<file path="config.mk">
export PLATFORM = sky130hd
export DESIGN_NAME = tape_chk_device_flat
export DESIGN_NICKNAME = d
export VERILOG_FILES = /design/src/tape_chk_pkg.sv /design/src/tape_chk_if.sv /design/src/tape_chk_device.sv /design/src/tape_fall_det.sv /design/src/flat_wrapper.sv
export VERILOG_INCLUDE_DIRS = /design/src
export SDC_FILE = /design/constraint.sdc
export NUM_CORES = 1
export LEC_CHECK = 0
export ABC_AREA = 1
export BUFFER_PORTS_ARGS = -buffer_cell sky130_fd_sc_hd__buf_2
export CORE_AREA = 3 3 92 94
export CTS_BUF_LIST = sky130_fd_sc_hd__clkbuf_16
export CTS_CLUSTER_DIAMETER = 200
export DETAILED_ROUTE_END_ITERATION = 7
export DIE_AREA = 0 0 95 97
export GPL_TIMING_DRIVEN = 0
export HOLD_SLACK_MARGIN = 0.02
export SKIP_LAST_GASP = 1
export SLEW_MARGIN = 20
export SYNTH_ARGS = -nofsm -noshare
export SYNTH_HDL_FRONTEND = slang
export SYNTH_SLANG_ARGS = --single-unit
</file>
<file path="constraint.sdc">
create_clock -name i_clk -period 6.6 [get_ports i_clk]
set_input_delay 1.32 -clock i_clk [delete_from_list [all_inputs] [get_ports i_clk]]
set_output_delay 1.32 -clock i_clk [all_outputs]
set_load 0.02 [all_outputs]
</file>
<file path="src/tape_chk_consts.svh">
// What this block does
// - skew flop set by read bit in gate
// - skew flop falling edge sets write error
// - pulse full-detect when write data missing
// - full-detect falling edge sets write error
// - two read clocks then first-bit clock errors
// - operation start presets tape-mark flop
// - non tape-mark character clears tape-mark flop
// - tape-mark state presented to skip test
// - host output command sets read inhibit
// - suppress buffer clocks after two chars, flag
// - read inhibit holds detect flops cleared
// - skipped chars skip character parity check
// - gap condition presented to skip test
// - gap-enable command sets gap interrupt enable
// - operation start clears gap interrupt enable
// - gap interrupt after check timer in gap
// - test mode inhibits motion and write drive
// - test mode loops write deskew to read
// - read bus ORs forward, reverse; test mode selects write deskew alone
// - test mode shortens block timing 4 ms
// - test mode keeps write toggles enabled
`ifndef TAPE_CHK_CONSTS_SVH
`define TAPE_CHK_CONSTS_SVH
`define CHANNELS        7
`define CMD_BITS        5
`define CMD_GAP_ENABLE  5'h1F
`define TM_PATTERN      7'h78
`define CLK_MHZ         50
`define TEST_SHORT_MS   4
`define TEST_SHORT_CYC  (`TEST_SHORT_MS * 1000 * `CLK_MHZ)
`define BLOCK_GAP_CYC   (12 * 1000 * `CLK_MHZ)
`define CHARS_BEFORE_INHIBIT 2'h2
`endif

</file>
<file path="src/tape_chk_pkg.sv">
package tape_chk_pkg;
    typedef logic [6:0] chan_t;
    typedef logic [4:0] cmd_t;
    typedef enum logic [1:0] {OP_IDLE, OP_READ, OP_WRITE} op_t;
endpackage

</file>
<file path="src/tape_chk_if.sv">
interface tape_chk_if;
    import tape_chk_pkg::*;
    logic  op_start;
    op_t   op_kind;
    logic  test_mode;
    logic  output_command_instr;
    cmd_t  cmd_bits;
    logic  read_inhibit_cmd;
    logic  skip_on_signal_instr;
    logic  skip_sel_gap;
    logic  skip_result;
    logic  gap_irq;
    logic  write_error;
    modport device (
        input  op_start, op_kind, test_mode, output_command_instr,
        input  cmd_bits, read_inhibit_cmd, skip_on_signal_instr,
        input  skip_sel_gap,
        output skip_result, gap_irq, write_error
    );
    modport host (
        output op_start, op_kind, test_mode, output_command_instr,
        output cmd_bits, read_inhibit_cmd, skip_on_signal_instr,
        output skip_sel_gap,
        input  skip_result, gap_irq, write_error
    );
endinterface

</file>
<file path="src/tape_chk_device.sv">
`include "tape_chk_consts.svh"
module tape_chk_device #(
    parameter int TEST_SHORT_CYC = `TEST_SHORT_CYC,
    parameter int BLOCK_GAP_CYC  = `BLOCK_GAP_CYC
) (
    // clock and reset
    input  wire logic               i_clk,
    input  wire logic               i_rst_b,
    // host side
    tape_chk_if.device              bus,
    // tape side events
    input  wire logic               i_read_bit_seen,
    input  wire logic               i_skew_gate,
    input  wire logic               i_write_underrun,
    input  wire logic               i_char_complete_clock,
    input  wire logic               i_first_bit_clock,
    input  wire tape_chk_pkg::chan_t i_read_char,
    input  wire logic               i_buffer_first_flag,
    input  wire logic               i_forward_request,
    input  wire logic               i_reverse_request,
    input  wire logic               i_unit_addressed_ff,
    input  wire logic               i_gap,
    input  wire logic               i_gap_check_timer,
    input  wire logic               i_block_end,
    // deskew sources
    input  wire tape_chk_pkg::chan_t i_fwd_deskew,
    input  wire tape_chk_pkg::chan_t i_rev_deskew,
    input  wire tape_chk_pkg::chan_t i_write_deskew,
    // outputs
    output tape_chk_pkg::chan_t     o_read_bus,
    output logic                    o_buffer_clock,
    output logic                    o_char_parity_en,
    output logic                    o_forward_activate,
    output logic                    o_write_activate,
    output logic                    o_toggle_enable,
    output logic                    o_block_timer_done,
    output logic                    o_read_timing_error
);
    import tape_chk_pkg::*;
    logic skew_ff, full_det_ff, clk_det_ff, tape_mark, read_inhibit;
    logic gap_irq_en, write_error, skew_fall, full_fall, test_active;
    logic [1:0] chars_read;
    logic [31:0] block_cnt;
    logic is_write, is_read;
    assign is_write = (bus.op_kind == OP_WRITE);
    assign is_read  = (bus.op_kind == OP_READ);
    assign test_active = bus.test_mode & i_unit_addressed_ff;

    always_ff @(posedge i_clk) begin
        if (!i_rst_b || !i_skew_gate) begin
            skew_ff <= 1'b0;
        end else if (is_write && i_read_bit_seen) begin
            skew_ff <= 1'b1;
        end
    end
    tape_fall_det u_skew_fall (
        .i_clk   (i_clk),
        .i_rst_b (i_rst_b),
        .i_level (skew_ff),
        .o_fall  (skew_fall)
    );
    tape_fall_det u_full_fall (
        .i_clk   (i_clk),
        .i_rst_b (i_rst_b),
        .i_level (full_det_ff),
        .o_fall  (full_fall)
    );

    always_ff @(posedge i_clk) begin
        if (!i_rst_b || bus.op_start) begin
            clk_det_ff  <= 1'b0;
            full_det_ff <= 1'b0;
        end else if (read_inhibit) begin
            clk_det_ff  <= 1'b0;
            full_det_ff <= 1'b0;
        end else if (is_write) begin
            full_det_ff <= i_write_underrun & ~full_det_ff;
        end else if (is_read && i_char_complete_clock) begin
            if (!clk_det_ff) begin
                clk_det_ff <= 1'b1;
            end else begin
                full_det_ff <= 1'b1;
            end
        end
    end
    assign o_read_timing_error = is_read & clk_det_ff & full_det_ff
                               & i_first_bit_clock;

    always_ff @(posedge i_clk) begin
        if (!i_rst_b || bus.op_start) begin
            write_error <= 1'b0;
        end else if (skew_fall || (is_write && full_fall)) begin
            write_error <= 1'b1;
        end
    end
    assign bus.write_error = write_error;

    always_ff @(posedge i_clk) begin
        if (!i_rst_b) begin
            tape_mark <= 1'b0;
        end else if (bus.op_start) begin
            tape_mark <= 1'b1;
        end else if (is_read && i_char_complete_clock
                     && i_read_char != `TM_PATTERN) begin
            tape_mark <= 1'b0;
        end
    end

    always_ff @(posedge i_clk) begin
        if (!i_rst_b || bus.op_start) begin
            read_inhibit <= 1'b0;
        end else if (bus.output_command_instr && bus.read_inhibit_cmd) begin
            read_inhibit <= 1'b1;
        end
    end
    always_ff @(posedge i_clk) begin
        if (!i_rst_b || bus.op_start) begin
            chars_read <= 2'h0;
        end else if (i_char_complete_clock
                     && chars_read != `CHARS_BEFORE_INHIBIT) begin
            chars_read <= chars_read + 2'h1;
        end
    end
    logic suppress;
    assign suppress = read_inhibit && chars_read == `CHARS_BEFORE_INHIBIT
                    && i_buffer_first_flag
                    && (i_forward_request || i_reverse_request);
    assign o_buffer_clock = i_char_complete_clock & ~suppress;
    assign o_char_parity_en = ~suppress;

    always_ff @(posedge i_clk) begin
        if (!i_rst_b) begin
            gap_irq_en <= 1'b0;
        // set wins over a start in the same cycle
        end else if (bus.output_command_instr
                     && bus.cmd_bits == `CMD_GAP_ENABLE) begin
            gap_irq_en <= 1'b1;
        end else if (bus.op_start) begin
            gap_irq_en <= 1'b0;
        end
    end
    assign bus.gap_irq = gap_irq_en & i_gap & i_gap_check_timer;
    assign bus.skip_result = bus.skip_on_signal_instr
                           & (bus.skip_sel_gap ? i_gap : tape_mark);

    assign o_forward_activate = i_unit_addressed_ff & i_forward_request
                              & ~bus.test_mode;
    assign o_write_activate = i_unit_addressed_ff & is_write
                            & ~bus.test_mode;
    assign o_toggle_enable = is_write;

    always_ff @(posedge i_clk) begin
        if (!i_rst_b) begin
            o_read_bus <= 7'h00;
        end else begin
            o_read_bus <= ((i_fwd_deskew | i_rev_deskew) & {7{~test_active}})
                        | (i_write_deskew & {7{test_active}});
        end
    end

    always_ff @(posedge i_clk) begin
        if (!i_rst_b || bus.op_start) begin
            block_cnt <= 32'h0;
        end else if (i_block_end && !o_block_timer_done) begin
            block_cnt <= block_cnt + 32'h1;
        end
    end
    assign o_block_timer_done = block_cnt >= (test_active
        ? 32'(BLOCK_GAP_CYC - TEST_SHORT_CYC) : 32'(BLOCK_GAP_CYC));
endmodule

</file>
<file path="src/tape_fall_det.sv">
module tape_fall_det (
    // clock and reset
    input  wire logic i_clk,
    input  wire logic i_rst_b,
    // level in, pulse out
    input  wire logic i_level,
    output logic      o_fall
);
    logic prev;
    always_ff @(posedge i_clk) begin
        if (!i_rst_b) begin
            prev <= 1'b0;
        end else begin
            prev <= i_level;
        end
    end
    assign o_fall = prev & ~i_level;
endmodule

</file>
<file path="src/flat_wrapper.sv">
// flat-port wrapper written by rule: the top's interface ports become plain ports
module tape_chk_device_flat import tape_chk_pkg::*;
#(
    parameter int TEST_SHORT_CYC = `TEST_SHORT_CYC,
    parameter int BLOCK_GAP_CYC  = `BLOCK_GAP_CYC
)
  (i_clk, i_rst_b, i_read_bit_seen, i_skew_gate, i_write_underrun, i_char_complete_clock, i_first_bit_clock, i_read_char, i_buffer_first_flag, i_forward_request, i_reverse_request, i_unit_addressed_ff, i_gap, i_gap_check_timer, i_block_end, i_fwd_deskew, i_rev_deskew, i_write_deskew, o_read_bus, o_buffer_clock, o_char_parity_en, o_forward_activate, o_write_activate, o_toggle_enable, o_block_timer_done, o_read_timing_error, bus_op_start, bus_op_kind, bus_test_mode, bus_output_command_instr, bus_cmd_bits, bus_read_inhibit_cmd, bus_skip_on_signal_instr, bus_skip_sel_gap, bus_skip_result, bus_gap_irq, bus_write_error);
  tape_chk_if bus_i ();
  input  wire logic i_clk;
  input  wire logic i_rst_b;
  input  wire logic i_read_bit_seen;
  input  wire logic i_skew_gate;
  input  wire logic i_write_underrun;
  input  wire logic i_char_complete_clock;
  input  wire logic i_first_bit_clock;
  input  wire tape_chk_pkg::chan_t i_read_char;
  input  wire logic i_buffer_first_flag;
  input  wire logic i_forward_request;
  input  wire logic i_reverse_request;
  input  wire logic i_unit_addressed_ff;
  input  wire logic i_gap;
  input  wire logic i_gap_check_timer;
  input  wire logic i_block_end;
  input  wire tape_chk_pkg::chan_t i_fwd_deskew;
  input  wire tape_chk_pkg::chan_t i_rev_deskew;
  input  wire tape_chk_pkg::chan_t i_write_deskew;
  output tape_chk_pkg::chan_t o_read_bus;
  output logic o_buffer_clock;
  output logic o_char_parity_en;
  output logic o_forward_activate;
  output logic o_write_activate;
  output logic o_toggle_enable;
  output logic o_block_timer_done;
  output logic o_read_timing_error;
  input wire logic [$bits(bus_i.op_start)-1:0] bus_op_start;
  input wire logic [$bits(bus_i.op_kind)-1:0] bus_op_kind;
  input wire logic [$bits(bus_i.test_mode)-1:0] bus_test_mode;
  input wire logic [$bits(bus_i.output_command_instr)-1:0] bus_output_command_instr;
  input wire logic [$bits(bus_i.cmd_bits)-1:0] bus_cmd_bits;
  input wire logic [$bits(bus_i.read_inhibit_cmd)-1:0] bus_read_inhibit_cmd;
  input wire logic [$bits(bus_i.skip_on_signal_instr)-1:0] bus_skip_on_signal_instr;
  input wire logic [$bits(bus_i.skip_sel_gap)-1:0] bus_skip_sel_gap;
  output wire logic [$bits(bus_i.skip_result)-1:0] bus_skip_result;
  output wire logic [$bits(bus_i.gap_irq)-1:0] bus_gap_irq;
  output wire logic [$bits(bus_i.write_error)-1:0] bus_write_error;
  assign bus_i.op_start = bus_op_start;
  assign bus_i.op_kind = bus_op_kind;
  assign bus_i.test_mode = bus_test_mode;
  assign bus_i.output_command_instr = bus_output_command_instr;
  assign bus_i.cmd_bits = bus_cmd_bits;
  assign bus_i.read_inhibit_cmd = bus_read_inhibit_cmd;
  assign bus_i.skip_on_signal_instr = bus_skip_on_signal_instr;
  assign bus_i.skip_sel_gap = bus_skip_sel_gap;
  assign bus_skip_result = bus_i.skip_result;
  assign bus_gap_irq = bus_i.gap_irq;
  assign bus_write_error = bus_i.write_error;
  tape_chk_device #(.TEST_SHORT_CYC(TEST_SHORT_CYC), .BLOCK_GAP_CYC(BLOCK_GAP_CYC)) u_core (.i_clk(i_clk), .i_rst_b(i_rst_b), .bus(bus_i), .i_read_bit_seen(i_read_bit_seen), .i_skew_gate(i_skew_gate), .i_write_underrun(i_write_underrun), .i_char_complete_clock(i_char_complete_clock), .i_first_bit_clock(i_first_bit_clock), .i_read_char(i_read_char), .i_buffer_first_flag(i_buffer_first_flag), .i_forward_request(i_forward_request), .i_reverse_request(i_reverse_request), .i_unit_addressed_ff(i_unit_addressed_ff), .i_gap(i_gap), .i_gap_check_timer(i_gap_check_timer), .i_block_end(i_block_end), .i_fwd_deskew(i_fwd_deskew), .i_rev_deskew(i_rev_deskew), .i_write_deskew(i_write_deskew), .o_read_bus(o_read_bus), .o_buffer_clock(o_buffer_clock), .o_char_parity_en(o_char_parity_en), .o_forward_activate(o_forward_activate), .o_write_activate(o_write_activate), .o_toggle_enable(o_toggle_enable), .o_block_timer_done(o_block_timer_done), .o_read_timing_error(o_read_timing_error));
endmodule
</file>
==> impl_results.md, run 1 <==
* Data arrival, critical path at 4.08 ns
* Internal at 0.000474 W
* Final-report max-slew violation count at 0
* Area of the placeable core at 0.00773 sq mm
* Final hold violation count at 0
* Post-synthesis cell count at 387
* Number of nets at the end of the flow at 531
* Half-perimeter wire length of the detailed placement result at 4.96 mm
* Time the worst path needs with I/O delays and setup at 5.40 ns
* Clock Tree Buf Depth at 2
* Min setup slack post-route at 1.20 ns
* Max-cap violations at 0
* Congestion Overflow GR at 0
* Crit Path Class: input pin to primary output
* Worst hold-check path type: flop to flop
* Max VDD drop at 0.0000911 V
* Worst setup SP type: input pin
* Worst hold-check slack at 0.428 ns
* Die height at 97 um
* Number of distinct library cells after synthesis at 29
* Fraction of the yosys area taken by sequential cells at 37.5%
* Fraction of synthesis flops using an asynchronous set or reset pin at 0%
* Inserted Clock Buffers at 5
* Endpoint kind of the worst setup timing path: primary output
* TritonCTS clock tree: built
* Overall routed net length at 6.47 mm
* Syn. warnings at 0
* Run status: complete, no violations
* Slew HR at 54.0%
* GRT Util Overall at 14.2%
* Detailed-route via count at 2,636
* Combinational Power Share at 9.9%
* Number of synthesized flops with an enable pin at 0
* Post-Syn Nets at 453
* Wire length of the first global-routing pass at 10.6 mm
* Slowest library cell on the worst path: clkbuf_1
* Fillers at 822
* Clk_lat worst skew at 0.29 ns
* Critical path data required time at 5.28 ns
* Via count of the first global-routing pass at 2,409
* Leakage Power at 1.53 nW
* R2R setup slack at 4.74 ns
* Initial antenna violation count at 0
* Leading register cell type out of synthesis: dfxtp_1
* Clk pwr share at 40.3%
* Number of hold buffers added after cts at 0
* ANT nets after route at 0
* RSZ-0062 raised after global routing: false
* Syn_area_per_cell at 6.90 sq um
* Via count normalized by instance count at 4.65
* Cell Chain, Critical Path: buf_2 > nand2_2 > clkbuf_1 > clkinv_1 > ha_1 > nand2_1 > nor2_1 > nand3_1 > nor2_2 > nand2_4 > nand3_1 > buf_2
* Site Rows at 32
* First-pass iteration count of the detailed router at 4
* Delay of the slowest critical-path stage at 0.55 ns
* Synth-to-layout area growth at 23.3%
* Maximum clock rate at 0.185 GHz
* Transition at the pin with the smallest max-transition slack at 0.690 ns
* Sum of negative setup slack at 0 ns
* Post-route clock period utilization at 81.8%
* Detailed-route wire length per cell at 11.4 um
* Last weighted congestion value of the routability-driven placer at 0.824
* Top Ports at 72
* Power Dens Cells at 189 mW/mm^2
* Share of layout cells above drive strength 1 at 19.6%
* Clock slew at reported path FFs at 0.07 ns
* Number of register bits inferred by synthesis at 50
* Final setup fails at 0
* Diode insertion count for antenna repair at 0
* Number of port buffers at 71
* Switching component of the power at 0.000150 W
* Worst clock skew on the final layout at 0.00676 ns
* Drt drc at 0
* Drt first-iter violations at 189
* Count of H-tree levels built during CTS at 2
* Library cell used as clock root buffer: clkbuf_16
* Post-CTS sizing at 0
* Switching power as a share of total power at 24.0%
* Setup Fix Bufs, Post-CTS at 0
* Cell area after synthesis at 0.00267 sq mm
* Starting density of the core at 34.6%
* Clock tree sinks at 50
* Die span in x at 95 um
* Post-Place Worst Slack at 1.13 ns
* Largest net degree at the start of global routing at 16
* Part of the total power dissipated in sequential elements at 49.7%
* Die area at 0.00922 sq mm
* Maximum fanout along the worst path at 13
[final cells by class]
class | count | area [sq um] | area share [%]
Multi-Input combinational cell | 259 | 1360 | 41.4
Sequential cell | 50 | 1000 | 30.4
Timing Repair Buffer | 71 | 355 | 10.8
Inverter | 71 | 267 | 8.10
Tap cell | 102 | 128 | 3.88
Clock buffer | 5 | 125 | 3.80
Buffer | 7 | 41.3 | 1.25
Clock inverter | 2 | 13.8 | 0.418
[path summary, 6_finish.rpt]
path | start | endpoint | cells after the start
worst min-delay path | u_core.skew_ff | u_core.u_skew_fall.prev | 2
worst max-delay path | bus_test_mode | o_block_timer_done | 12
worst max register to register | u_core.block_cnt[17] | u_core.block_cnt[16] | 8
worst min register to register | u_core.skew_ff | u_core.u_skew_fall.prev | 2
[critical path, delay by kind of cell]
kind                       cells  cell delay (ns)
buffers and inverters          4             1.39
and+or+nand+nor                7             0.92
adders and majority gates      1             0.44
[placed cells by master, fill, tap and decap left out, types with 2 or more instances in the layout]
| cell | Yosys | routed |
|---|---|---|
| o21bai_1 | 16 | 16 |
| buf_4 | 2 | 2 |
| o21ai_0 | 12 | 12 |
| nand2_1 | 67 | 67 |
| ha_1 | 11 | 11 |
| nor4_1 | 4 | 4 |
| buf_2 | 0 | 71 |
| a21oi_1 | 16 | 16 |
| nand3_1 | 13 | 13 |
| nor2_4 | 3 | 3 |
| inv_1 | 69 | 69 |
| clkinv_1 | 2 | 2 |
| clkbuf_16 | 0 | 5 |
| clkbuf_1 | 4 | 4 |
| nor3_1 | 11 | 11 |
| nand2_4 | 2 | 2 |
| nor2_1 | 64 | 64 |
| dfxtp_1 | 50 | 50 |
| xor2_1 | 2 | 2 |
| nand4_1 | 28 | 28 |
[state kept, by name, summed over array words and instances, names as in the netlist]
signal,flops
u_core.block_cnt,32
u_core.o_read_bus,7
u_core.chars_read,2
u_core.bus.write_error,1
u_core.clk_det_ff,1
u_core.full_det_ff,1
u_core.gap_irq_en,1
u_core.read_inhibit,1
u_core.skew_ff,1
u_core.tape_mark,1
u_core.u_full_fall.prev,1
u_core.u_skew_fall.prev,1
[power by group through the flow]
stage                     sequential, W  combinational (W)  clock, W
final                          0.000310          0.0000619  0.000251
after global routing           0.000311          0.0000710  0.000268
after CTS                      0.000310          0.0000631  0.000260
after detailed placement       0.000317          0.0000628         0
after global placement         0.000317          0.0000614         0
after floorplan                0.000321          0.0000290         0
[routing by layer]
metal	share of wire, %	GRT usage, %	vias to the layer above
met3	7.5	3.27	4
met2	45	23.3	88
li1	-	-	1402
met5	0	0	-
met4	0.85	4.00	0
met1	47	18.5	1142
[synthesized netlist by cell type (3+ instances only)]
cell type,instances,share of area (%)
dfxtp_1,50,37
nand2_1,67,9.4
nor2_1,64,9.0
nor3_1,11,2.1
nand4_1,28,6.6
a21oi_1,16,3.0
nor2_4,3,1.3
o21bai_1,16,4.5
clkbuf_1,4,0.56
o21ai_0,12,2.2
inv_1,69,9.7
nand3_1,13,2.4
nor4_1,4,0.94
ha_1,11,5.2
[kinds of logic (layout without fill, tap and decap cells)]
logic type | count (synthesis) | after routing | share of synthesized area [%]
DFF | 50 | 50 | 37.5
buffers and inverters | 78 | 156 | 11.5
adders and majority gates | 11 | 11 | 5.15
and+or+nand+nor | 198 | 198 | 34.1
xor gates and xnor gates | 2 | 2 | 0.656
AOI/OAI and AO/OA | 48 | 48 | 11.1
[per-stage QoR]
stage / power, W / instances / instance area (sq um) / util, %
2_1_floorplan: 0.000350 / 387 / 2670 / -
3_3_place_gp: 0.000378 / 560 / 3150 / 40.8
3_5_place_dp: 0.000380 / 560 / 3150 / 40.8
4_1_cts: 0.000633 / 567 / 3290 / 42.6
5_1_grt: 0.000650 / 567 / 3290 / 42.6
6_report: 0.000623 / 567 / 3290 / 42.6
Note: power is estimated with default switching activity, not from simulation.
==> inputs of run 2 (changes only) <==
- clock period: 6.6 -> 4.6 ns (I/O delays scaled with it)
==> run 2 against run 1 <==
Sequential share of layout area barely moved. Cell count unchanged. Cell area hardly changed. Critical path depth unchanged. Non-clock buffer count did not move. Via count down 0.15%.
==> impl_results.md, run 2 (synthesis results as in run 1) <==
* Final-report max-slew violation count at 0 (unchanged)
* Count of H-tree levels built during CTS at 2 (unchanged)
* Crit Path Class: input pin to primary output (unchanged)
* Synth-to-layout area growth at 23.3% (about the same)
* Count of buffering cells on the critical path with inverters included at 4 (unchanged)
* Worst setup SP type: input pin (unchanged)
* Fillers at 823 (was 822)
* Number of hold buffers added after cts at 0 (unchanged)
* Via count normalized by instance count at 4.64 (was 4.65)
* Sum of negative setup slack at 0 ns (unchanged)
* Worst Hold Launch: u_core.skew_ff (unchanged)
* Overall routed net length at 6.45 mm (was 6.47 mm)
* Area of the placeable core at 0.00773 sq mm (unchanged)
* GRT Util Overall at 14.2% (unchanged)
* Post-route clock period utilization at 91.8%
* Clock Tree Buf Depth at 2 (unchanged)
* RSZ-0062 raised after global routing: false (unchanged)
* Drt first-iter violations at 189 (unchanged)
* Die span in x at 95 um (unchanged)
* Last weighted congestion value of the routability-driven placer at 0.824 (unchanged)
* Final setup fails at 0 (unchanged)
* Top Ports at 72 (unchanged)
* Library cell used as clock root buffer: clkbuf_16 (unchanged)
* Maximum fanout along the worst path at 13 (unchanged)
* Endpoint kind of the worst setup timing path: primary output (unchanged)
* Max VDD drop at 0.000131 V (was 0.0000911 V)
* Area used by sequential logic in the layout at 0.00100 sq mm (unchanged)
* Slew HR at 67.6% (was 54.0%)
* Run status: complete, no violations (unchanged)
* Placed cell area at 0.00315 sq mm (unchanged)
* Transition at the pin with the smallest max-transition slack at 0.486 ns (was 0.690 ns)
* Clock tree sinks at 50 (unchanged)
* Commonest cells after routing, fill and taps aside: buf_2 (71), inv_1 (69), nand2_1 (67) (unchanged)
* Initial antenna violation count at 0 (unchanged)
* Hold-critical path depth at 2 (unchanged)
* Site Rows at 32 (unchanged)
* Register containing the most flip-flops in the final layout: u_core.block_cnt (unchanged)
* Drt drc at 0 (unchanged)
* Time the worst path needs with I/O delays and setup at 4.22 ns
* Congestion Overflow GR at 0 (unchanged)
* Worst clock skew on the final layout at 0.00676 ns (about the same)
* Leakage Power at 1.54 nW (was 1.53 nW)
* Share of layout cells above drive strength 1 at 19.8% (was 19.6%)
* Starting density of the core at 34.6% (unchanged)
* Largest delay share family, worst path: buffers and inverters (unchanged)
* Wire length of the first global-routing pass at 10.6 mm (unchanged)
* Inserted Clock Buffers at 5 (unchanged)
* Depth of the worst register-to-register path at 8 (unchanged)
* Worst hold-check path type: flop to flop (unchanged)
* Number of port buffers at 71 (unchanged)
* Delay of the slowest critical-path stage at 0.42 ns (was 0.55 ns)
* Die height at 97 um (unchanged)
* Clock slew at reported path FFs at 0.07 ns (about the same)
* Detailed-route via count at 2,632 (was 2,636)
* Via count of the first global-routing pass at 2,409 (unchanged)
* R2r endpoint: u_core.block_cnt[18] (was u_core.block_cnt[16])
* Clk_lat worst skew at 0.29 ns (about the same)
* Multi-input gate area in the final layout at 0.00136 sq mm (unchanged)
* Cell Chain, Critical Path: buf_2 > nand2_2 > clkbuf_2 > clkinv_1 > ha_1 > nand2_1 > nor2_1 > nand3_1 > nor2_2 > nand2_4 > nand3_1 > buf_2 (was buf_2 > nand2_2 > clkbuf_1 > clkinv_1 > ha_1 > nand2_1 > nor2_1 > nand3_1 > nor2_2 > nand2_4 > nand3_1 > buf_2)
* Leading cell type in the layout, fill and taps excluded: buf_2 (unchanged)
* R2R setup slack at 2.75 ns (was 4.74 ns)
* Diode insertion count for antenna repair at 0 (unchanged)
* Data arrival, critical path at 3.30 ns (was 4.08 ns)
* Die area at 0.00922 sq mm (unchanged)
* Max-cap violations at 0 (unchanged)
* Power Dens Cells at 272 mW/mm^2 (was 189 mW/mm^2)
* Maximum clock rate at 0.237 GHz
* Detailed-route wire length per cell at 11.4 um (about the same)
* Final hold violation count at 0 (unchanged)
* First-pass iteration count of the detailed router at 4 (unchanged)
* TritonCTS clock tree: built (unchanged)
* Non-Filler Cell Area, Final at 0.00329 sq mm (about the same)
* Slowest library cell on the worst path: ha_1 (was clkbuf_1)
* Half-perimeter wire length of the detailed placement result at 4.96 mm (unchanged)
* Regs by FF count: u_core.block_cnt: 32 flops, u_core.o_read_bus: 7 flops, u_core.chars_read: 2 flops (unchanged)
* ANT nets after route at 0 (unchanged)
* R2R Path Start: u_core.block_cnt[17] (unchanged)
* Flip-flop count of the largest register, all copies and words added at 32 (unchanged)
* Largest net degree at the start of global routing at 16 (unchanged)
* Critical path data required time at 3.68 ns (was 5.28 ns)
* Setup Fix Bufs, Post-CTS at 0 (unchanged)
* Number of nets at the end of the flow at 531 (unchanged)
* Hold path endpoint: u_core.u_skew_fall.prev (unchanged)
==> run 2: worst min-delay path: stages, from the launching register on <==
cell and delay, ns:
dfxtp_1 0.31, nand2_1 0.05, inv_1 0.03
==> run 2: what timing repair did <==
action,in CTS,in global routing
hold endpoints to repair,0,0
resized for setup,1,0
endpoints found under the setup margin,1,0
==> run 2: per-layer routing <==
metal	routed length [um]	GRT usage, %	part of all wire (%)	vias to the layer above
li1	-	-	-	1398
met4	55	4.00	0.85	0
met3	482	3.27	7.5	4
met2	2910	23.3	45	85
met5	0	0	0	-
met1	3000	18.5	46	1145
==> run 2: how the worst max path moves through the flow <==
stage / slack (ns) / from / cells after the start / to
global placement: 0.02 / bus_test_mode / 12 / o_block_timer_done
floorplan: 1.0 / bus_test_mode / 10 / o_block_timer_done
detailed placement: -0.07 / bus_test_mode / 12 / o_block_timer_done
CTS: 0.33 / bus_test_mode / 12 / o_block_timer_done
global route: 0.11 / bus_test_mode / 12 / o_block_timer_done
finish: 0.38 / bus_test_mode / 12 / o_block_timer_done
==> run 2: stage by stage <==
| step | util (%) | instances | setup slack, ns | hold WS [ns] | total power [W] |
|---|---|---|---|---|---|
| 3_5_place_dp | 40.8 | 560 | -0.0685 | 0.421 | 0.000545 |
| 3_3_place_gp | 40.8 | 560 | 0.0183 | 0.414 | 0.000543 |
| 4_1_cts | 42.6 | 567 | 0.328 | 0.431 | 0.000908 |
| 2_1_floorplan | - | 387 | 0.996 | 0.407 | 0.000502 |
| 5_1_grt | 42.6 | 567 | 0.105 | 0.449 | 0.000932 |
| 6_report | 42.6 | 567 | 0.376 | 0.429 | 0.000894 |
==> run 2: final cells by class <==
| cell class | count | share of cell area, % |
|---|---|---|
| clock buffer | 5 | 3.80 |
| inverter | 71 | 8.09 |
| timing repair buffer | 71 | 10.8 |
| multi-input combinational | 259 | 41.3 |
| clock inverter | 2 | 0.418 |
| buffer | 7 | 1.29 |
| tap | 102 | 3.88 |
| sequential | 50 | 30.4 |
==> run 2: where the power goes <==
part | internal (W) | switching (W) | leakage, nW
Clock | 0.000200 | 0.000161 | 0.0701
Sequential | 0.000441 | 0.00000344 | 0.406
Combinational | 0.0000385 | 0.0000504 | 1.06
Total | 0.000680 | 0.000215 | 1.54
